$ cat src/shared/pip_defines.vh
// constants for the link-side interrupt, enable and page select register bank
`ifndef PIP_DEFINES_VH
`define PIP_DEFINES_VH

`define PIP_ADDR_W 8
`define PIP_DATA_W 32
`define PIP_NUM_PORTS 3
`define PIP_PORT_NUM_W 4
`define PIP_NUM_PORTS_C 4'h3

// register indices; byte address is four times the index
`define PIP_IDX_IRQ 4'h5
`define PIP_IDX_CTRL 4'h6
`define PIP_IDX_SEL 4'h7
`define PIP_IDX_STAT 4'h8
`define PIP_IDX_PEN 4'h9
`define PIP_IDX_PAGE_BIT 3
`define PIP_UPPER_ZERO 2'h0

// interrupt register fields
`define PIP_IRQ_CABLE 0
`define PIP_IRQ_TIMEOUT 1
`define PIP_IRQ_PORT 2
`define PIP_IRQ_WATCH_EN 3

// control register fields
`define PIP_CTRL_ACCEL 0
`define PIP_CTRL_MULTI 1
`define PIP_CTRL_BRIDGE_LO 2
`define PIP_CTRL_BRIDGE_HI 3
`define PIP_CTRL_LEG_LO 4
`define PIP_CTRL_LEG_HI 6
`define PIP_CTRL_BETA 7

// page and port index fields
`define PIP_SEL_PORT_LO 0
`define PIP_SEL_PORT_HI 3
`define PIP_SEL_PAGE_LO 5
`define PIP_SEL_PAGE_HI 7
`define PIP_PAGE_PORT_STATUS 3'h0

// port status page fields (index 8 and 9)
`define PIP_PS_DIS 0
`define PIP_PS_CONN 1
`define PIP_PS_BIAS 2
`define PIP_PS_FAULT 3
`define PIP_PE_EN 0

// reset values
`define PIP_RST_CABLE_IRQ 1'h1
`define PIP_RST_TIMEOUT_IRQ 1'h0
`define PIP_RST_PORT_IRQ 1'h0
`define PIP_RST_BIT 1'h0
`define PIP_RST_BRIDGE 2'h0
`define PIP_RST_SPEED 3'h0
`define PIP_RST_PAGE 3'h0
`define PIP_RST_PORT 4'h0
`define PIP_RST_BYTE 8'h00
`define PIP_RST_WORD 32'h0000_0000

`define PIP_SPD_S400 3'h2
`define PIP_RESP_OKAY 2'h0
`define PIP_RESP_SLVERR 2'h2

`endif

$ cat src/rtl/pip_regs.v
// link-side interrupt flag, enable and page select register bank
// What this block does
// - set the cable power flag when the cable power sense input falls
// - cable power flag is 1 after hardware reset; writing 1 clears it
// - cable power flag with resume watch enable and inactive link raises link-on
// - a state time-out sets its flag and triggers a bus reset
// - state time-out flag is 0 after hardware reset; writing 1 clears it
// - time-out flag with resume watch enable and inactive link raises link-on
// - set port event flag on status change of any enabled port
// - with resume watch enable, resume start on any port sets port event flag
// - port event flag is 0 after hardware reset; writing 1 clears it
// - accelerated arbitration enable, reset 0, kept over bus reset, ignored in beta mode
// - multispeed concatenation enable, reset 0, kept over bus reset, ignored in beta mode
// - read-only legacy speed holds fastest legacy self-ID speed, capped at S400
// - read-only beta link bit follows the beta mode select pin
// - writable two-bit bridge field feeds self-ID, resets to 0
// - three-bit page index picks the page at indices 8 to 15, reset 0
// - four-bit port index picks the port, numbered from 0, reset 0
// - an unimplemented port reads its whole status page as zero
// - resume watch enable resets to 0; lets time-outs raise port event flag while the link is inactive
`timescale 1ns/1ps
`default_nettype none
`include "pip_defines.vh"

module pip_regs (
	input wire aclk,
	input wire aresetn,
	input wire [7:0] s_axil_awaddr,
	input wire [2:0] s_axil_awprot,
	input wire s_axil_awvalid,
	output reg s_axil_awready,
	input wire [31:0] s_axil_wdata,
	input wire [3:0] s_axil_wstrb,
	input wire s_axil_wvalid,
	output reg s_axil_wready,
	output reg [1:0] s_axil_bresp,
	output reg s_axil_bvalid,
	input wire s_axil_bready,
	input wire [7:0] s_axil_araddr,
	input wire [2:0] s_axil_arprot,
	input wire s_axil_arvalid,
	output reg s_axil_arready,
	output reg [31:0] s_axil_rdata,
	output reg [1:0] s_axil_rresp,
	output reg s_axil_rvalid,
	input wire s_axil_rready,
	input wire cable_power_sense_in,
	input wire link_active,
	input wire state_timeout,
	input wire bus_reset,
	input wire legacy_selfid_valid,
	input wire [2:0] legacy_selfid_speed,
	input wire beta_mode_select_pin,
	input wire [2:0] port_connected,
	input wire [2:0] port_bias,
	input wire [2:0] port_fault,
	input wire [2:0] port_resume_start,
	output reg link_on_output,
	output reg bus_reset_req,
	output reg accel_arb_active,
	output reg multispeed_concat_active,
	output reg [1:0] selfid_bridge,
	output reg [2:0] port_disable_out
);
	localparam RD_IDLE = 3'b001;
	localparam RD_FETCH = 3'b010;
	localparam RD_RESP = 3'b100;

	reg cable_power_irq_r;
	reg state_timeout_irq_r;
	reg port_event_irq_r;
	reg resume_watch_irq_enable_r;
	reg accel_arb_enable_r;
	reg multispeed_concat_enable_r;
	reg [1:0] bridge_r;
	reg [2:0] legacy_path_max_speed_r;
	reg [2:0] page_r;
	reg [3:0] port_r;
	reg sense_prev_r;
	reg [3:0] stat_prev_r [0:2];

	reg aw_hold_r;
	reg w_hold_r;
	reg [7:0] aw_addr_r;
	reg [7:0] w_data_r;
	reg w_strb_r;
	reg [2:0] rd_state_r;
	reg [2:0] rd_state_nxt;
	reg [7:0] rd_addr_r;
	reg [7:0] base_rdata_nxt;
	reg [2:0] port_ev;

	wire [2:0] port_disable;
	wire [2:0] port_irq_en;
	wire [7:0] page_rdata;

	wire aw_take = s_axil_awvalid & s_axil_awready;
	wire w_take = s_axil_wvalid & s_axil_wready;
	wire do_write = aw_hold_r & w_hold_r & ~s_axil_bvalid;
	wire aw_hold_nxt = (aw_hold_r & ~do_write) | aw_take;
	wire w_hold_nxt = (w_hold_r & ~do_write) | w_take;
	wire [3:0] wr_idx = aw_addr_r[5:2];
	wire wr_ok = (aw_addr_r[7:6] == `PIP_UPPER_ZERO) & w_strb_r;
	wire wr_base = do_write & wr_ok;
	wire ar_take = s_axil_arvalid & s_axil_arready;
	wire [3:0] ar_idx = s_axil_araddr[5:2];
	wire [3:0] rd_idx = rd_addr_r[5:2];
	wire rd_in_page = rd_idx[`PIP_IDX_PAGE_BIT];
	wire rd_mapped = (rd_addr_r[7:6] == `PIP_UPPER_ZERO) &&
		(rd_in_page || rd_idx == `PIP_IDX_IRQ || rd_idx == `PIP_IDX_CTRL ||
		rd_idx == `PIP_IDX_SEL);
	wire wr_mapped = (aw_addr_r[7:6] == `PIP_UPPER_ZERO) &&
		(wr_idx[`PIP_IDX_PAGE_BIT] || wr_idx == `PIP_IDX_IRQ ||
		wr_idx == `PIP_IDX_CTRL || wr_idx == `PIP_IDX_SEL);
	// the port page only answers on page 0 for a real port
	wire page_ok = (page_r == `PIP_PAGE_PORT_STATUS) && (port_r < `PIP_NUM_PORTS_C);
	wire page_wr = wr_base & wr_idx[`PIP_IDX_PAGE_BIT] & page_ok;
	wire w1c = wr_base & (wr_idx == `PIP_IDX_IRQ);
	wire link_idle = ~link_active;

	wire cable_fall = sense_prev_r & ~cable_power_sense_in;
	wire watch_hit = resume_watch_irq_enable_r & link_idle &
		(cable_power_irq_r | state_timeout_irq_r);
	wire port_set = (|port_ev) | (resume_watch_irq_enable_r & (|port_resume_start)) |
		watch_hit;

	pip_port_page u_page (
		.aclk(aclk),
		.aresetn(aresetn),
		.wr_en(page_wr),
		.wr_idx(wr_idx),
		.wr_port(port_r),
		.wr_data(w_data_r),
		.rd_en(ar_take),
		.rd_idx(ar_idx),
		.rd_port(port_r),
		.rd_page_ok(page_ok),
		.port_connected(port_connected),
		.port_bias(port_bias),
		.port_fault(port_fault),
		.port_disable(port_disable),
		.port_irq_en(port_irq_en),
		.rd_data_r(page_rdata)
	);

	// change of connected, bias, disabled or fault on an enabled port
	genvar g;
	generate
		for (g = 0; g < `PIP_NUM_PORTS; g = g + 1) begin : g_ev
			wire [3:0] stat_now = {port_fault[g], port_bias[g], port_connected[g],
				port_disable[g]};
			always @* begin
				port_ev[g] = port_irq_en[g] & (stat_now != stat_prev_r[g]);
			end
			always @(posedge aclk) begin
				if (!aresetn)
					stat_prev_r[g] <= {`PIP_RST_BIT, `PIP_RST_BIT, `PIP_RST_BIT,
						`PIP_RST_BIT};
				else
					stat_prev_r[g] <= stat_now;
			end
		end
	endgenerate

	// flags: hardware set wins over a same-cycle write-one clear
	always @(posedge aclk) begin
		if (!aresetn) begin
			cable_power_irq_r <= `PIP_RST_CABLE_IRQ;
			state_timeout_irq_r <= `PIP_RST_TIMEOUT_IRQ;
			port_event_irq_r <= `PIP_RST_PORT_IRQ;
			sense_prev_r <= `PIP_RST_BIT;
		end else begin
			sense_prev_r <= cable_power_sense_in;
			cable_power_irq_r <= cable_fall | (cable_power_irq_r &
				~(w1c & w_data_r[`PIP_IRQ_CABLE]));
			state_timeout_irq_r <= state_timeout | (state_timeout_irq_r &
				~(w1c & w_data_r[`PIP_IRQ_TIMEOUT]));
			port_event_irq_r <= port_set | (port_event_irq_r &
				~(w1c & w_data_r[`PIP_IRQ_PORT]));
		end
	end

	// software fields; bus reset leaves all of these alone
	always @(posedge aclk) begin
		if (!aresetn) begin
			resume_watch_irq_enable_r <= `PIP_RST_BIT;
			accel_arb_enable_r <= `PIP_RST_BIT;
			multispeed_concat_enable_r <= `PIP_RST_BIT;
			bridge_r <= `PIP_RST_BRIDGE;
			page_r <= `PIP_RST_PAGE;
			port_r <= `PIP_RST_PORT;
		end else if (wr_base) begin
			if (wr_idx == `PIP_IDX_IRQ)
				resume_watch_irq_enable_r <= w_data_r[`PIP_IRQ_WATCH_EN];
			if (wr_idx == `PIP_IDX_CTRL) begin
				accel_arb_enable_r <= w_data_r[`PIP_CTRL_ACCEL];
				multispeed_concat_enable_r <= w_data_r[`PIP_CTRL_MULTI];
				bridge_r <= w_data_r[`PIP_CTRL_BRIDGE_HI:`PIP_CTRL_BRIDGE_LO];
			end
			if (wr_idx == `PIP_IDX_SEL) begin
				page_r <= w_data_r[`PIP_SEL_PAGE_HI:`PIP_SEL_PAGE_LO];
				port_r <= w_data_r[`PIP_SEL_PORT_HI:`PIP_SEL_PORT_LO];
			end
		end
	end

	// fastest legacy node seen since the last bus reset, never above S400
	always @(posedge aclk) begin
		if (!aresetn || bus_reset)
			legacy_path_max_speed_r <= `PIP_RST_SPEED;
		else if (legacy_selfid_valid && legacy_selfid_speed > legacy_path_max_speed_r)
			legacy_path_max_speed_r <= (legacy_selfid_speed > `PIP_SPD_S400) ?
				`PIP_SPD_S400 : legacy_selfid_speed;
	end

	// outputs toward the core; beta mode masks the legacy arbitration features
	always @(posedge aclk) begin
		if (!aresetn) begin
			link_on_output <= `PIP_RST_BIT;
			bus_reset_req <= `PIP_RST_BIT;
			accel_arb_active <= `PIP_RST_BIT;
			multispeed_concat_active <= `PIP_RST_BIT;
			selfid_bridge <= `PIP_RST_BRIDGE;
			port_disable_out <= {`PIP_RST_BIT, `PIP_RST_BIT, `PIP_RST_BIT};
		end else begin
			link_on_output <= resume_watch_irq_enable_r & link_idle &
				(cable_power_irq_r | state_timeout_irq_r);
			bus_reset_req <= state_timeout;
			accel_arb_active <= accel_arb_enable_r & ~beta_mode_select_pin;
			multispeed_concat_active <= multispeed_concat_enable_r &
				~beta_mode_select_pin;
			selfid_bridge <= bridge_r;
			port_disable_out <= port_disable;
		end
	end

	// write channel: address and data taken in either order, one write at a time
	always @(posedge aclk) begin
		if (!aresetn) begin
			aw_hold_r <= `PIP_RST_BIT;
			w_hold_r <= `PIP_RST_BIT;
			s_axil_awready <= `PIP_RST_BIT;
			s_axil_wready <= `PIP_RST_BIT;
			s_axil_bvalid <= `PIP_RST_BIT;
			s_axil_bresp <= `PIP_RESP_OKAY;
			aw_addr_r <= `PIP_RST_BYTE;
			w_data_r <= `PIP_RST_BYTE;
			w_strb_r <= `PIP_RST_BIT;
		end else begin
			aw_hold_r <= aw_hold_nxt;
			w_hold_r <= w_hold_nxt;
			s_axil_awready <= ~aw_hold_nxt;
			s_axil_wready <= ~w_hold_nxt;
			if (aw_take)
				aw_addr_r <= s_axil_awaddr;
			if (w_take) begin
				w_data_r <= s_axil_wdata[7:0];
				w_strb_r <= s_axil_wstrb[0];
			end
			if (do_write) begin
				s_axil_bvalid <= 1'b1;
				s_axil_bresp <= wr_mapped ? `PIP_RESP_OKAY : `PIP_RESP_SLVERR;
			end else if (s_axil_bready)
				s_axil_bvalid <= 1'b0;
		end
	end

	// base register read image, sampled in the fetch cycle, one cycle after the page memory
	always @* begin
		base_rdata_nxt = `PIP_RST_BYTE;
		case (rd_idx)
		`PIP_IDX_IRQ: begin
			base_rdata_nxt[`PIP_IRQ_CABLE] = cable_power_irq_r;
			base_rdata_nxt[`PIP_IRQ_TIMEOUT] = state_timeout_irq_r;
			base_rdata_nxt[`PIP_IRQ_PORT] = port_event_irq_r;
			base_rdata_nxt[`PIP_IRQ_WATCH_EN] = resume_watch_irq_enable_r;
		end
		`PIP_IDX_CTRL: begin
			base_rdata_nxt[`PIP_CTRL_ACCEL] = accel_arb_enable_r;
			base_rdata_nxt[`PIP_CTRL_MULTI] = multispeed_concat_enable_r;
			base_rdata_nxt[`PIP_CTRL_BRIDGE_HI:`PIP_CTRL_BRIDGE_LO] = bridge_r;
			base_rdata_nxt[`PIP_CTRL_LEG_HI:`PIP_CTRL_LEG_LO] = legacy_path_max_speed_r;
			base_rdata_nxt[`PIP_CTRL_BETA] = beta_mode_select_pin;
		end
		`PIP_IDX_SEL: begin
			base_rdata_nxt[`PIP_SEL_PAGE_HI:`PIP_SEL_PAGE_LO] = page_r;
			base_rdata_nxt[`PIP_SEL_PORT_HI:`PIP_SEL_PORT_LO] = port_r;
		end
		default: base_rdata_nxt = `PIP_RST_BYTE;
		endcase
	end

	// read path: one cycle to fetch so page data comes from a register
	always @* begin
		case (rd_state_r)
		RD_IDLE: rd_state_nxt = ar_take ? RD_FETCH : RD_IDLE;
		RD_FETCH: rd_state_nxt = RD_RESP;
		RD_RESP: rd_state_nxt = s_axil_rready ? RD_IDLE : RD_RESP;
		default: rd_state_nxt = RD_IDLE;
		endcase
	end

	always @(posedge aclk) begin
		if (!aresetn) begin
			rd_state_r <= RD_IDLE;
			rd_addr_r <= `PIP_RST_BYTE;
			s_axil_arready <= `PIP_RST_BIT;
			s_axil_rvalid <= `PIP_RST_BIT;
			s_axil_rdata <= `PIP_RST_WORD;
			s_axil_rresp <= `PIP_RESP_OKAY;
		end else begin
			rd_state_r <= rd_state_nxt;
			s_axil_arready <= (rd_state_nxt == RD_IDLE);
			if (ar_take)
				rd_addr_r <= s_axil_araddr;
			// page memory was read at the take, so both images are ready here;
			// loaded once so the word stands while rvalid waits on rready
			if (rd_state_r == RD_FETCH)
				s_axil_rdata <= {24'h00_0000, rd_mapped ?
					(rd_in_page ? page_rdata : base_rdata_nxt) : `PIP_RST_BYTE};
			if (rd_state_nxt == RD_RESP && rd_state_r == RD_FETCH) begin
				s_axil_rvalid <= 1'b1;
				s_axil_rresp <= rd_mapped ? `PIP_RESP_OKAY : `PIP_RESP_SLVERR;
			end else if (rd_state_r == RD_RESP && s_axil_rready)
				s_axil_rvalid <= 1'b0;
		end
	end
endmodule
`default_nettype wire

$ cat src/rtl/pip_port_page.v
// per-port status page storage with registered read data
`timescale 1ns/1ps
`default_nettype none
`include "pip_defines.vh"

module pip_port_page (
	input wire aclk,
	input wire aresetn,
	input wire wr_en,
	input wire [3:0] wr_idx,
	input wire [3:0] wr_port,
	input wire [7:0] wr_data,
	input wire rd_en,
	input wire [3:0] rd_idx,
	input wire [3:0] rd_port,
	input wire rd_page_ok,
	input wire [2:0] port_connected,
	input wire [2:0] port_bias,
	input wire [2:0] port_fault,
	output wire [2:0] port_disable,
	output wire [2:0] port_irq_en,
	output reg [7:0] rd_data_r
);
	reg [2:0] dis_r;
	reg [2:0] pen_r;
	reg [7:0] rd_nxt;
	integer i;

	assign port_disable = dis_r;
	assign port_irq_en = pen_r;

	genvar g;
	generate
		for (g = 0; g < `PIP_NUM_PORTS; g = g + 1) begin : g_port
			always @(posedge aclk) begin
				if (!aresetn) begin
					dis_r[g] <= `PIP_RST_BIT;
					pen_r[g] <= `PIP_RST_BIT;
				end else if (wr_en && wr_port == g) begin
					if (wr_idx == `PIP_IDX_STAT)
						dis_r[g] <= wr_data[`PIP_PS_DIS];
					if (wr_idx == `PIP_IDX_PEN)
						pen_r[g] <= wr_data[`PIP_PE_EN];
				end
			end
		end
	endgenerate

	// unimplemented ports and pages read back as all zero
	always @* begin
		rd_nxt = `PIP_RST_BYTE;
		for (i = 0; i < `PIP_NUM_PORTS; i = i + 1) begin
			if (rd_page_ok && rd_port == i) begin
				if (rd_idx == `PIP_IDX_STAT) begin
					rd_nxt[`PIP_PS_DIS] = dis_r[i];
					rd_nxt[`PIP_PS_CONN] = port_connected[i];
					rd_nxt[`PIP_PS_BIAS] = port_bias[i];
					rd_nxt[`PIP_PS_FAULT] = port_fault[i];
				end
				if (rd_idx == `PIP_IDX_PEN)
					rd_nxt[`PIP_PE_EN] = pen_r[i];
			end
		end
	end

	always @(posedge aclk) begin
		if (!aresetn)
			rd_data_r <= `PIP_RST_BYTE;
		else if (rd_en)
			rd_data_r <= rd_nxt;
	end
endmodule
`default_nettype wire

$ cat config.mk
export PLATFORM = sky130hd
export DESIGN_NAME = pip_regs
export DESIGN_NICKNAME = d
export VERILOG_FILES = /design/src/rtl/pip_regs.v /design/src/rtl/pip_port_page.v
export VERILOG_INCLUDE_DIRS = /design/src /design/src/shared
export SDC_FILE = /design/constraint.sdc
export NUM_CORES = 1
export LEC_CHECK = 0
export BUFFER_PORTS_ARGS = -buffer_cell sky130_fd_sc_hd__buf_2
export CAP_MARGIN = 20
export CORE_ASPECT_RATIO = 0.75
export CORE_UTILIZATION = 55
export DETAILED_ROUTE_END_ITERATION = 6
export GPL_TIMING_DRIVEN = 0
export PLACE_DENSITY = 0.86
export RECOVER_POWER = 50
export SLEW_MARGIN = 15
export SYNTH_ARGS = -nofsm -noshare
export SYNTH_HDL_FRONTEND = slang
export SYNTH_HIERARCHICAL = 1
export SYNTH_SLANG_ARGS = --single-unit
$ cat constraint.sdc
create_clock -name aclk -period 3 [get_ports aclk]
set_input_delay 0.6 -clock aclk [delete_from_list [all_inputs] [get_ports aclk]]
set_output_delay 0.6 -clock aclk [all_outputs]
set_load 0.01 [all_outputs]
==> impl_metrics.prom, run 1 <==
# TYPE chip_impl_metric gauge
chip_impl_info{name="status",value="complete, no violations"} 1
chip_impl_metric{name="io_pins",unit=""} 136
chip_impl_metric{name="routed_via_density",unit=""} 5.26
chip_impl_info{name="clockRootBuffer",value="sky130_fd_sc_hd__clkbuf_8"} 1
chip_impl_metric{name="postCtsResizedCells",unit=""} 0
chip_impl_metric{name="synthToLayoutAreaGrowth",unit="%"} 17.9
chip_impl_metric{name="yosys_warnings",unit=""} 6
chip_impl_metric{name="post_synth.cell_area_avg",unit="sq um"} 9.25
chip_impl_metric{name="irDropWorstVdd",unit="mV"} 0.318
chip_impl_metric{name="wire_length_reported_by_the_detailed_router",unit="um"} 9310
chip_impl_metric{name="max_slew_margin",unit="%"} 51.2
chip_impl_metric{name="cts_buf_count",unit=""} 9
chip_impl_metric{name="worst_skew_pair.late_latency",unit="ns"} 0.36
chip_impl_metric{name="antenna_found_initial",unit=""} 0
chip_impl_metric{name="dpl.hpwl",unit="um"} 7100
chip_impl_metric{name="synth.cell_area",unit="sq um"} 4090
chip_impl_info{name="crit_path_start_kind",value="flip-flop"} 1
chip_impl_metric{name="netlist_instances",unit=""} 442
chip_impl_metric{name="clkSlewWorstSetupHoldPaths",unit="ns"} 0.08
chip_impl_metric{name="final.setup.tns",unit="ns"} 0
chip_impl_info{name="setup.worst_path.class",value="reg -> reg"} 1
chip_impl_metric{name="report.final.slew_viol_count",unit=""} 0
chip_impl_metric{name="holdWs",unit="ns"} 0.455
chip_impl_metric{name="detailedRoute.firstPassIterationCount",unit=""} 5
chip_impl_metric{name="setup_viol",unit=""} 0
chip_impl_metric{name="grt.total_usage",unit="%"} 25.1
chip_impl_info{name="hold_path.class",value="in -> reg"} 1
chip_impl_metric{name="worst-path-max-fanout",unit=""} 16
chip_impl_metric{name="final.min_clock_period",unit="ns"} 2.52
chip_impl_metric{name="post_cts.repair.setup_buffers",unit=""} 0
chip_impl_metric{name="avgRoutedWirePerCell",unit="um"} 14.2
chip_impl_metric{name="powerDensity",unit="nW/um^2"} 451
chip_impl_metric{name="worstPathArrival",unit="ns"} 2.81
chip_impl_metric{name="clock.fmax",unit="GHz"} 0.397
chip_impl_metric{name="via_count_of_the_first_global_routing_pass",unit=""} 3191
chip_impl_metric{name="io_buffers",unit=""} 71
chip_impl_metric{name="coreArea",unit="sq um"} 6990
chip_impl_metric{name="gp_congestion",unit=""} 0.840
chip_impl_metric{name="worst_slew_pin_slew",unit="ns"} 0.731
chip_impl_metric{name="dr.first_iter.drc_count",unit=""} 185
chip_impl_info{name="worstSetupEndpointType",value="flip-flop"} 1
chip_impl_metric{name="cts.htree.levels",unit=""} 3
chip_impl_metric{name="final_nets",unit=""} 641
chip_impl_metric{name="drive_above_1_share",unit="%"} 20.6
chip_impl_metric{name="initial_core_util",unit="%"} 58.5
chip_impl_info{name="grt_setup_unrepaired",value="false"} 1
chip_impl_metric{name="final_hold_viol_count",unit=""} 0
chip_impl_metric{name="reg2regPathDepth",unit=""} 6
chip_impl_metric{name="cts_buffer_depth",unit=""} 2
chip_impl_metric{name="clock_skew",unit="ns"} 0.00820
chip_impl_metric{name="cts.sinks",unit=""} 87
chip_impl_metric{name="die_h",unit="um"} 76.7
chip_impl_metric{name="leakage",unit="uW"} 0.00202
chip_impl_metric{name="rows",unit=""} 26
chip_impl_metric{name="number_of_cells_on_the_worst_hold_path",unit=""} 2
chip_impl_metric{name="worst-endpoint-required",unit="ns"} 3.29
chip_impl_metric{name="vias",unit=""} 3448
chip_impl_metric{name="overall_overflow_remaining_after_global_route",unit=""} 0
chip_impl_metric{name="die_width",unit="um"} 102
chip_impl_metric{name="maximum_number_of_pins_on_one_net_before_global_route_repair",unit=""} 17
chip_impl_metric{name="drv.max_cap_violation_count",unit=""} 0
chip_impl_metric{name="route.detailed.drc",unit=""} 0
chip_impl_metric{name="drtAntennaViolNets",unit=""} 0
chip_impl_metric{name="floorplan.die_area",unit="sq um"} 7790
chip_impl_metric{name="antenna_cells",unit=""} 0
chip_impl_metric{name="fin_crit_sh",unit="%"} 83.9
chip_impl_metric{name="post_cts_hold_buffer_count",unit=""} 0
chip_impl_metric{name="grt_first_pass_wirelength",unit="um"} 15000
chip_impl_info{name="cts_tree",value="yes"} 1
-- power by group --
part           internal, uW  switching (uW)
registers              1190            26.4
clock network           341             398
logic                   104             119
total                  1630             543
-- per-stage QoR --
stage | worst slack [ns] | instance area [sq um] | power [uW] | utilization, % | cells
after floorplan | 1.13 | 4190 | 1380 | - | 470
after global placement | 0.616 | 4670 | 1450 | 66.8 | 639
after detailed placement | 0.555 | 4670 | 1460 | 66.8 | 639
after CTS | 0.529 | 4850 | 2190 | 69.3 | 655
after global routing | 0.310 | 4820 | 2270 | 68.9 | 655
final | 0.482 | 4820 | 2180 | 68.9 | 655
-- registers in the layout, summed over array words and instances, names as in the netlist, 2 cells and up --
signal / count
stat_prev_r: 10
s_axil_rdata: 8
w_data_r: 7
aw_addr_r: 6
rd_addr_r: 6
port_r: 4
u_page/rd_data_r: 4
legacy_path_max_speed_r: 3
page_r: 3
rd_state_r: 3
u_page/port_disable: 3
u_page/port_irq_en: 3
bridge_r: 2
port_disable_out: 2
selfid_bridge: 2
-- worst max-delay path: stages, from the launching register on --
cell	delay [ns]
sky130_fd_sc_hd__dfxtp_1	0.55
sky130_fd_sc_hd__a211o_1	0.35
sky130_fd_sc_hd__nor4_1	0.50
sky130_fd_sc_hd__and3_1	0.31
sky130_fd_sc_hd__nand4bb_4	0.19
sky130_fd_sc_hd__nor4_2	0.32
sky130_fd_sc_hd__mux2i_1	0.23
-- cell usage in the layout, fill, tap and decap left out, types with 15 or more instances in the layout --
| cell type | count |
|---|---|
| sky130_fd_sc_hd__o21ai_0 | 15 |
| sky130_fd_sc_hd__clkbuf_1 | 33 |
| sky130_fd_sc_hd__a21boi_0 | 24 |
| sky130_fd_sc_hd__conb_1 | 30 |
| sky130_fd_sc_hd__and2_1 | 18 |
| sky130_fd_sc_hd__nor2b_1 | 22 |
| sky130_fd_sc_hd__nor2_1 | 18 |
| sky130_fd_sc_hd__nand3_1 | 15 |
| sky130_fd_sc_hd__dfxtp_1 | 87 |
| sky130_fd_sc_hd__mux2i_1 | 25 |
| sky130_fd_sc_hd__buf_2 | 52 |
| sky130_fd_sc_hd__buf_4 | 33 |
| sky130_fd_sc_hd__nand2_1 | 54 |
-- layer usage --
layer / share of wire, % / vias up / global-route usage [%] / routed length, um
li1: - / 1693 / - / -
met1: 45 / 1588 / 33.8 / 4210
met2: 46 / 155 / 39.4 / 4280
met3: 7.5 / 12 / 7.02 / 695
met4: 1.4 / 0 / 6.52 / 131
met5: 0 / - / 0 / 0
-- worst paths after layout --
check / slack [ns] / from / endpoint
worst max-delay path: 0.48 / port_r[0] / u_page/port_irq_en[1]
worst max register to register: 0.48 / port_r[0] / u_page/port_irq_en[1]
worst min-delay path: 0.45 / cable_power_sense_in / sense_prev_r
worst min register to register: 0.47 / rd_addr_r[6] / rd_addr_r[6]
-- cell type report --
cell class / count / area (sq um)
fillers: 575 / 2170
multi-input cells: 326 / 2110
flip-flops and latches: 87 / 1740
repair buffers: 71 / 330
plain buffers: 47 / 309
clock buffers: 12 / 155
well taps: 98 / 123
inverters: 10 / 37.5
clock inverters: 4 / 20.0
(Power assumes the default switching activity.)
==> run 2: changes to the inputs <==
--- a/config.mk
+++ b/config.mk
@@ -9,10 +9,10 @@
 export BUFFER_PORTS_ARGS = -buffer_cell sky130_fd_sc_hd__buf_2
 export CAP_MARGIN = 20
 export CORE_ASPECT_RATIO = 0.75
-export CORE_UTILIZATION = 55
+export CORE_UTILIZATION = 46
 export DETAILED_ROUTE_END_ITERATION = 6
 export GPL_TIMING_DRIVEN = 0
-export PLACE_DENSITY = 0.86
+export PLACE_DENSITY = 0.77
 export RECOVER_POWER = 50
 export SLEW_MARGIN = 15
 export SYNTH_ARGS = -nofsm -noshare
==> constraint.sdc (replaced) <==
create_clock -name aclk -period 2.22 [get_ports aclk]
set_input_delay 0.444 -clock aclk [delete_from_list [all_inputs] [get_ports aclk]]
set_output_delay 0.444 -clock aclk [all_outputs]
set_load 0.01 [all_outputs]
==> impl_metrics.prom, run 2 (same netlist as run 1, synthesis figures left out) <==
# TYPE chip_impl_metric gauge
chip_impl_metric{name="die_h",unit="um"} 83.7
chip_impl_metric{name="initial_core_util",unit="%"} 48.0
chip_impl_metric{name="report.final.slew_viol_count",unit=""} 0
chip_impl_metric{name="route.detailed.drc",unit=""} 0
chip_impl_metric{name="wire_length_reported_by_the_detailed_router",unit="um"} 9440
chip_impl_metric{name="clkSlewWorstSetupHoldPaths",unit="ns"} 0.06
chip_impl_metric{name="combPwrFrac",unit="%"} 8.5
chip_impl_metric{name="io_buffers",unit=""} 71
chip_impl_metric{name="gp_congestion",unit=""} 0.807
chip_impl_info{name="most_used_cells_in_the_layout_excluding_fill_and_tap_cells",value="sky130_fd_sc_hd__dfxtp_1, sky130_fd_sc_hd__nand2_1, sky130_fd_sc_hd__buf_2"} 1
chip_impl_metric{name="post_cts_hold_buffer_count",unit=""} 0
chip_impl_metric{name="post_layout_util",unit="%"} 58.6
chip_impl_metric{name="final_design_area_no_fill",unit="sq um"} 5000
chip_impl_metric{name="seq_power_share",unit="%"} 46.6
chip_impl_info{name="clockRootBuffer",value="sky130_fd_sc_hd__clkbuf_16"} 1
chip_impl_info{name="max_flop_register",value="stat_prev_r"} 1
chip_impl_metric{name="antenna_cells",unit=""} 0
chip_impl_info{name="hold_path.class",value="in -> reg"} 1
chip_impl_metric{name="setup_viol",unit=""} 0
chip_impl_metric{name="clock.fmax",unit="GHz"} 0.481
chip_impl_info{name="worstSetupEndpointType",value="flip-flop"} 1
chip_impl_info{name="status",value="complete, no violations"} 1
chip_impl_info{name="layout_commonest_cell",value="sky130_fd_sc_hd__dfxtp_1"} 1
chip_impl_metric{name="powerDensity",unit="nW/um^2"} 706
chip_impl_metric{name="final.min_clock_period",unit="ns"} 2.08
chip_impl_metric{name="cell_internal_pwr",unit="uW"} 2750
chip_impl_metric{name="final_nets",unit=""} 641
chip_impl_metric{name="synthToLayoutAreaGrowth",unit="%"} 22.2
chip_impl_metric{name="max_slew_margin",unit="%"} 65.3
chip_impl_info{name="cts_tree",value="yes"} 1
chip_impl_metric{name="drv.max_cap_violation_count",unit=""} 0
chip_impl_metric{name="via_count_of_the_first_global_routing_pass",unit=""} 3264
chip_impl_info{name="top_regs",value="stat_prev_r x10, s_axil_rdata x8, w_data_r x7"} 1
chip_impl_metric{name="worstPathArrival",unit="ns"} 2.33
chip_impl_metric{name="grt.total_usage",unit="%"} 20.9
chip_impl_metric{name="vias",unit=""} 3410
chip_impl_metric{name="netSwitchingFraction",unit="%"} 22.0
chip_impl_metric{name="drtAntennaViolNets",unit=""} 0
chip_impl_metric{name="maximum_number_of_pins_on_one_net_before_global_route_repair",unit=""} 17
chip_impl_metric{name="dr.first_iter.drc_count",unit=""} 215
chip_impl_info{name="grt_setup_unrepaired",value="false"} 1
chip_impl_metric{name="irDropWorstVdd",unit="mV"} 0.415
chip_impl_info{name="r2r-end",value="u_page/port_disable[1]"} 1
chip_impl_metric{name="detailedRoute.firstPassIterationCount",unit=""} 5
chip_impl_metric{name="final_hold_viol_count",unit=""} 0
chip_impl_metric{name="pwr-share-clk",unit="%"} 44.9
chip_impl_metric{name="overall_overflow_remaining_after_global_route",unit=""} 0
chip_impl_metric{name="worst-path-max-fanout",unit=""} 16
chip_impl_metric{name="worst_skew_pair.late_latency",unit="ns"} 0.33
chip_impl_metric{name="worst_slew_pin_slew",unit="ns"} 0.520
chip_impl_metric{name="post_cts.repair.setup_buffers",unit=""} 0
chip_impl_metric{name="fin_crit_sh",unit="%"} 93.7
chip_impl_metric{name="clock_skew",unit="ns"} 0.00649
chip_impl_metric{name="io_pins",unit=""} 136
chip_impl_metric{name="number_of_cells_on_the_worst_hold_path",unit=""} 2
chip_impl_metric{name="dpl.hpwl",unit="um"} 7110
chip_impl_metric{name="placedInstanceArea",unit="sq um"} 4680
chip_impl_metric{name="rows",unit=""} 29
chip_impl_info{name="timing.hold.worst_endpoint",value="sense_prev_r"} 1
chip_impl_metric{name="cts.sinks",unit=""} 87
chip_impl_metric{name="cts_buf_count",unit=""} 9
chip_impl_metric{name="drive_above_1_share",unit="%"} 20.9
chip_impl_metric{name="antenna_found_initial",unit=""} 0
chip_impl_metric{name="cts_buffer_depth",unit=""} 2
chip_impl_metric{name="switchingPower",unit="uW"} 775
chip_impl_metric{name="worst-endpoint-required",unit="ns"} 2.47
chip_impl_metric{name="coreArea",unit="sq um"} 8530
chip_impl_info{name="rr_startpoint",value="port_r[0]"} 1
chip_impl_metric{name="leakage",unit="uW"} 0.00208
chip_impl_metric{name="cts.htree.levels",unit=""} 3
chip_impl_info{name="setup.worst_path.class",value="reg -> reg"} 1
chip_impl_metric{name="rrSetupSlack",unit="ns"} 0.14
chip_impl_metric{name="die_width",unit="um"} 111
chip_impl_info{name="timing.hold.worst.start",value="cable_power_sense_in"} 1
chip_impl_metric{name="routed_via_density",unit=""} 5.14
chip_impl_info{name="crit_path_start_kind",value="flip-flop"} 1
chip_impl_metric{name="floorplan.die_area",unit="sq um"} 9270
chip_impl_metric{name="grt_first_pass_wirelength",unit="um"} 15600
chip_impl_metric{name="reg2regPathDepth",unit=""} 6
chip_impl_metric{name="avgRoutedWirePerCell",unit="um"} 14.2
chip_impl_metric{name="largest_register_ffs",unit=""} 10
-- run 2: changes by cell type in the layout (fill, tap and decap cells not counted), sizes merged --
| cell | previous run | this run |
|---|---|---|
| buf | 86 | 85 |
| bufinv | 0 | 2 |
| clkinv | 4 | 2 |
-- run 2: layout make-up --
cell class	instances	area [sq um]
Clock inverter	4	70.1
Buffer	47	309
Tap cell	108	135
Clock buffer	11	243
Timing Repair Buffer	71	329
Multi-Input combinational cell	326	2130
Sequential cell	87	1740
Fill cell	724	3530
Inverter	10	37.5
-- run 2: how the worst max path moves through the flow --
stage | startpoint | end | slack, ns | cells after the start
floorplan | port_r[0] | u_page/port_disable[0] | 0.35 | 6
global placement | port_r[0] | u_page/port_irq_en[1] | -0.12 | 6
detailed placement | port_r[0] | u_page/port_disable[1] | -0.19 | 6
CTS | port_r[1] | u_page/port_disable[1] | 0.04 | 6
global route | port_r[0] | u_page/port_disable[1] | 0.06 | 6
finish | port_r[0] | u_page/port_disable[1] | 0.14 | 6
-- run 2: per-layer routing --
metal | vias to the layer above | GRT usage [%] | share of wire (%)
met4 | 0 | 5.94 | 1.5
met2 | 108 | 34.9 | 46
met3 | 20 | 4.79 | 5.3
met5 | - | 0 | 0
li1 | 1692 | - | -
met1 | 1590 | 27.1 | 47
-- run 2: timing repair --
item,CTS,global route
resized for setup,2,3
pin swaps,0,0
setup endpoints to repair,6,6
hold endpoints to repair,0,0
-- run 2: power groups by stage --
stage               clock network [uW]  logic, uW  registers [uW]
floorplan                            0        195            1670
global placement                     0        290            1670
detailed placement                   0        297            1680
CTS                               1610        300            1640
global route                      1660        335            1650
finish                            1580        301            1640
-- run 2: worst max-delay path: stages, from the launching register on --
cell and delay [ns]:
sky130_fd_sc_hd__dfxtp_2 0.43, sky130_fd_sc_hd__a211o_1 0.33, sky130_fd_sc_hd__nor4_4 0.21, sky130_fd_sc_hd__and3_1 0.25, sky130_fd_sc_hd__nand4bb_4 0.21, sky130_fd_sc_hd__nor4_2 0.33, sky130_fd_sc_hd__mux2i_1 0.24
-- run 2: metrics by stage --
stage / total power [uW] / hold WS (ns) / setup slack [ns] / instances / TNS [ns]
after global routing: 3650 / 0.365 / 0.0649 / 664 / 0
after detailed placement: 1970 / 0.463 / -0.194 / 649 / -0.896
after floorplan: 1870 / 0.438 / 0.352 / 470 / 0
after global placement: 1960 / 0.452 / -0.119 / 649 / -0.648
after CTS: 3550 / 0.333 / 0.0404 / 664 / 0
final: 3530 / 0.348 / 0.140 / 664 / 0
==> run 3: changes to the inputs <==
--- a/config.mk
+++ b/config.mk
@@ -9,10 +9,9 @@
 export BUFFER_PORTS_ARGS = -buffer_cell sky130_fd_sc_hd__buf_2
 export CAP_MARGIN = 20
 export CORE_ASPECT_RATIO = 0.75
-export CORE_UTILIZATION = 46
+export CORE_UTILIZATION = 32
 export DETAILED_ROUTE_END_ITERATION = 6
 export GPL_TIMING_DRIVEN = 0
-export PLACE_DENSITY = 0.77
 export RECOVER_POWER = 50
 export SLEW_MARGIN = 15
 export SYNTH_ARGS = -nofsm -noshare
==> impl_metrics.prom, run 3 (same netlist as run 1, synthesis figures left out) <==
# TYPE chip_impl_metric gauge
chip_impl_info{name="status",value="complete, no violations"} 1
chip_impl_metric{name="seq_power_share",unit="%"} 45.0
chip_impl_metric{name="die_h",unit="um"} 99.9
chip_impl_metric{name="grt_first_pass_wirelength",unit="um"} 16100
chip_impl_metric{name="final.min_clock_period",unit="ns"} 2.08
chip_impl_metric{name="netSwitchingFraction",unit="%"} 22.1
chip_impl_metric{name="placedInstanceArea",unit="sq um"} 4760
chip_impl_metric{name="drv.max_cap_violation_count",unit=""} 0
chip_impl_info{name="max_flop_register",value="stat_prev_r"} 1
chip_impl_metric{name="setup_viol",unit=""} 0
chip_impl_metric{name="gp_congestion",unit=""} 0.790
chip_impl_metric{name="drive_above_1_share",unit="%"} 20.3
chip_impl_metric{name="number_of_cells_on_the_worst_hold_path",unit=""} 2
chip_impl_info{name="setup.worst_path.class",value="reg -> reg"} 1
chip_impl_metric{name="cts.sinks",unit=""} 87
chip_impl_info{name="worstSetupEndpointType",value="flip-flop"} 1
chip_impl_metric{name="antenna_found_initial",unit=""} 0
chip_impl_metric{name="cts.htree.levels",unit=""} 3
chip_impl_metric{name="dpl.hpwl",unit="um"} 7690
chip_impl_info{name="hold_path.class",value="in -> reg"} 1
chip_impl_metric{name="rows",unit=""} 35
chip_impl_info{name="cts_tree",value="yes"} 1
chip_impl_metric{name="report.final.slew_viol_count",unit=""} 0
chip_impl_metric{name="final_design_area_no_fill",unit="sq um"} 5080
chip_impl_metric{name="grt.total_usage",unit="%"} 15.7
chip_impl_metric{name="largest_register_ffs",unit=""} 10
chip_impl_metric{name="clkSlewWorstSetupHoldPaths",unit="ns"} 0.06
chip_impl_metric{name="leakage",unit="uW"} 0.00208
chip_impl_info{name="clockRootBuffer",value="sky130_fd_sc_hd__clkbuf_16"} 1
chip_impl_metric{name="synthToLayoutAreaGrowth",unit="%"} 24.3
chip_impl_metric{name="cts_buf_count",unit=""} 9
chip_impl_metric{name="cts_buffer_depth",unit=""} 2
chip_impl_info{name="crit_path_start_kind",value="flip-flop"} 1
chip_impl_metric{name="powerDensity",unit="nW/um^2"} 718
chip_impl_metric{name="cell_internal_pwr",unit="uW"} 2840
chip_impl_metric{name="worst-path-max-fanout",unit=""} 16
chip_impl_metric{name="irDropWorstVdd",unit="mV"} 0.332
chip_impl_metric{name="clock_skew",unit="ns"} 0.00635
chip_impl_metric{name="reg2regPathDepth",unit=""} 6
chip_impl_metric{name="io_buffers",unit=""} 71
chip_impl_metric{name="io_pins",unit=""} 136
chip_impl_metric{name="worstPathArrival",unit="ns"} 2.33
chip_impl_metric{name="die_width",unit="um"} 133
chip_impl_metric{name="final.setup.tns",unit="ns"} 0
chip_impl_metric{name="drtAntennaViolNets",unit=""} 0
chip_impl_info{name="grt_setup_unrepaired",value="false"} 1
chip_impl_metric{name="via_count_of_the_first_global_routing_pass",unit=""} 3154
chip_impl_metric{name="route.detailed.drc",unit=""} 0
chip_impl_metric{name="overall_overflow_remaining_after_global_route",unit=""} 0
chip_impl_metric{name="switchingPower",unit="uW"} 805
chip_impl_metric{name="post_cts.repair.setup_buffers",unit=""} 0
chip_impl_metric{name="clock.fmax",unit="GHz"} 0.482
chip_impl_metric{name="floorplan.die_area",unit="sq um"} 13200
chip_impl_info{name="most_used_cells_in_the_layout_excluding_fill_and_tap_cells",value="sky130_fd_sc_hd__dfxtp_1, sky130_fd_sc_hd__nand2_1, sky130_fd_sc_hd__buf_2"} 1
chip_impl_metric{name="pwr-share-clk",unit="%"} 46.7
chip_impl_metric{name="worst_slew_pin_slew",unit="ns"} 0.587
chip_impl_metric{name="post_cts_hold_buffer_count",unit=""} 0
chip_impl_info{name="layout_commonest_cell",value="sky130_fd_sc_hd__dfxtp_1"} 1
chip_impl_metric{name="worst_skew_pair.late_latency",unit="ns"} 0.34
chip_impl_metric{name="n_fill_cell",unit=""} 1239
chip_impl_metric{name="maximum_number_of_pins_on_one_net_before_global_route_repair",unit=""} 17
chip_impl_metric{name="vias",unit=""} 3331
chip_impl_metric{name="wire_length_reported_by_the_detailed_router",unit="um"} 9940
chip_impl_metric{name="antenna_cells",unit=""} 0
chip_impl_metric{name="coreArea",unit="sq um"} 12300
chip_impl_metric{name="worst-endpoint-required",unit="ns"} 2.48
chip_impl_metric{name="combPwrFrac",unit="%"} 8.3
chip_impl_metric{name="initial_core_util",unit="%"} 33.1
chip_impl_metric{name="avgRoutedWirePerCell",unit="um"} 13.7
chip_impl_metric{name="max_slew_margin",unit="%"} 60.9
chip_impl_metric{name="final_nets",unit=""} 641
chip_impl_metric{name="final_hold_viol_count",unit=""} 0
chip_impl_info{name="top_regs",value="stat_prev_r x10, s_axil_rdata x8, w_data_r x7"} 1
chip_impl_metric{name="fin_crit_sh",unit="%"} 93.5
chip_impl_metric{name="detailedRoute.firstPassIterationCount",unit=""} 4
chip_impl_metric{name="dr.first_iter.drc_count",unit=""} 109
chip_impl_metric{name="routed_via_density",unit=""} 4.61
[run 3: cell types whose count changed in the layout (fill, tap and decap cells not counted), sizes merged]
cell and change:
buf -4, clkbuf +3, bufinv +1, clkinv +1
[run 3: layer usage]
layer | vias to the layer above | part of all wire [%] | global-route usage (%)
met4 | 0 | 1.1 | 5.31
met5 | - | 0 | 0
met3 | 12 | 4.4 | 4.04
met1 | 1559 | 51 | 21.1
met2 | 72 | 44 | 24.3
li1 | 1688 | - | -
[run 3: area by class of cell]
cell class,instances,area [sq um],area share [%]
buffer,47,309,6.08
clock buffer,10,229,4.51
clock inverter,6,109,2.14
inverter,10,37.5,0.739
multi-input combinational,326,2120,41.7
sequential,87,1740,34.3
tap,166,208,4.09
timing repair buffer,71,324,6.38
[run 3: per-stage QoR]
step	utilization (%)	hold WS (ns)	total power [uW]	std cells	worst slack (ns)
finish	41.1	0.343	3650	723	0.145
global route	41.1	0.334	3800	723	0.00974
CTS	41.3	0.332	3690	723	0.0109
detailed placement	38.5	0.468	1980	707	-0.182
global placement	38.5	0.452	1970	707	-0.207
floorplan	-	0.438	1870	470	0.352
[run 3: critical path: stages, from the launching register on]
cell	delay [ns]
sky130_fd_sc_hd__dfxtp_2	0.43
sky130_fd_sc_hd__a211o_1	0.32
sky130_fd_sc_hd__nor4_4	0.23
sky130_fd_sc_hd__and3_1	0.25
sky130_fd_sc_hd__nand4bb_4	0.19
sky130_fd_sc_hd__nor4_2	0.31
sky130_fd_sc_hd__mux2i_1	0.25
[run 3: power groups by stage]
| stage | registers [uW] | clock network, uW | logic (uW) |
|---|---|---|---|
| floorplan | 1670 | 0 | 195 |
| global placement | 1670 | 0 | 297 |
| detailed placement | 1680 | 0 | 304 |
| CTS | 1640 | 1740 | 306 |
| global route | 1650 | 1810 | 340 |
| finish | 1640 | 1700 | 304 |
[run 3: path summary, 6_finish.rpt]
| path | start | to | slack [ns] |
|---|---|---|---|
| max reg2reg | port_r[0] | u_page/port_irq_en[1] | 0.14 |
| min reg2reg | w_strb_r | w_strb_r | 0.47 |
| max | port_r[0] | u_page/port_irq_en[1] | 0.14 |
| min | port_bias[0] | stat_prev_r[0][2] | 0.34 |
[run 3: timing repair]
item | CTS | global route
setup endpoints to repair | 8 | 6
cloned | 0 | 0
gates resized for setup | 2 | 2
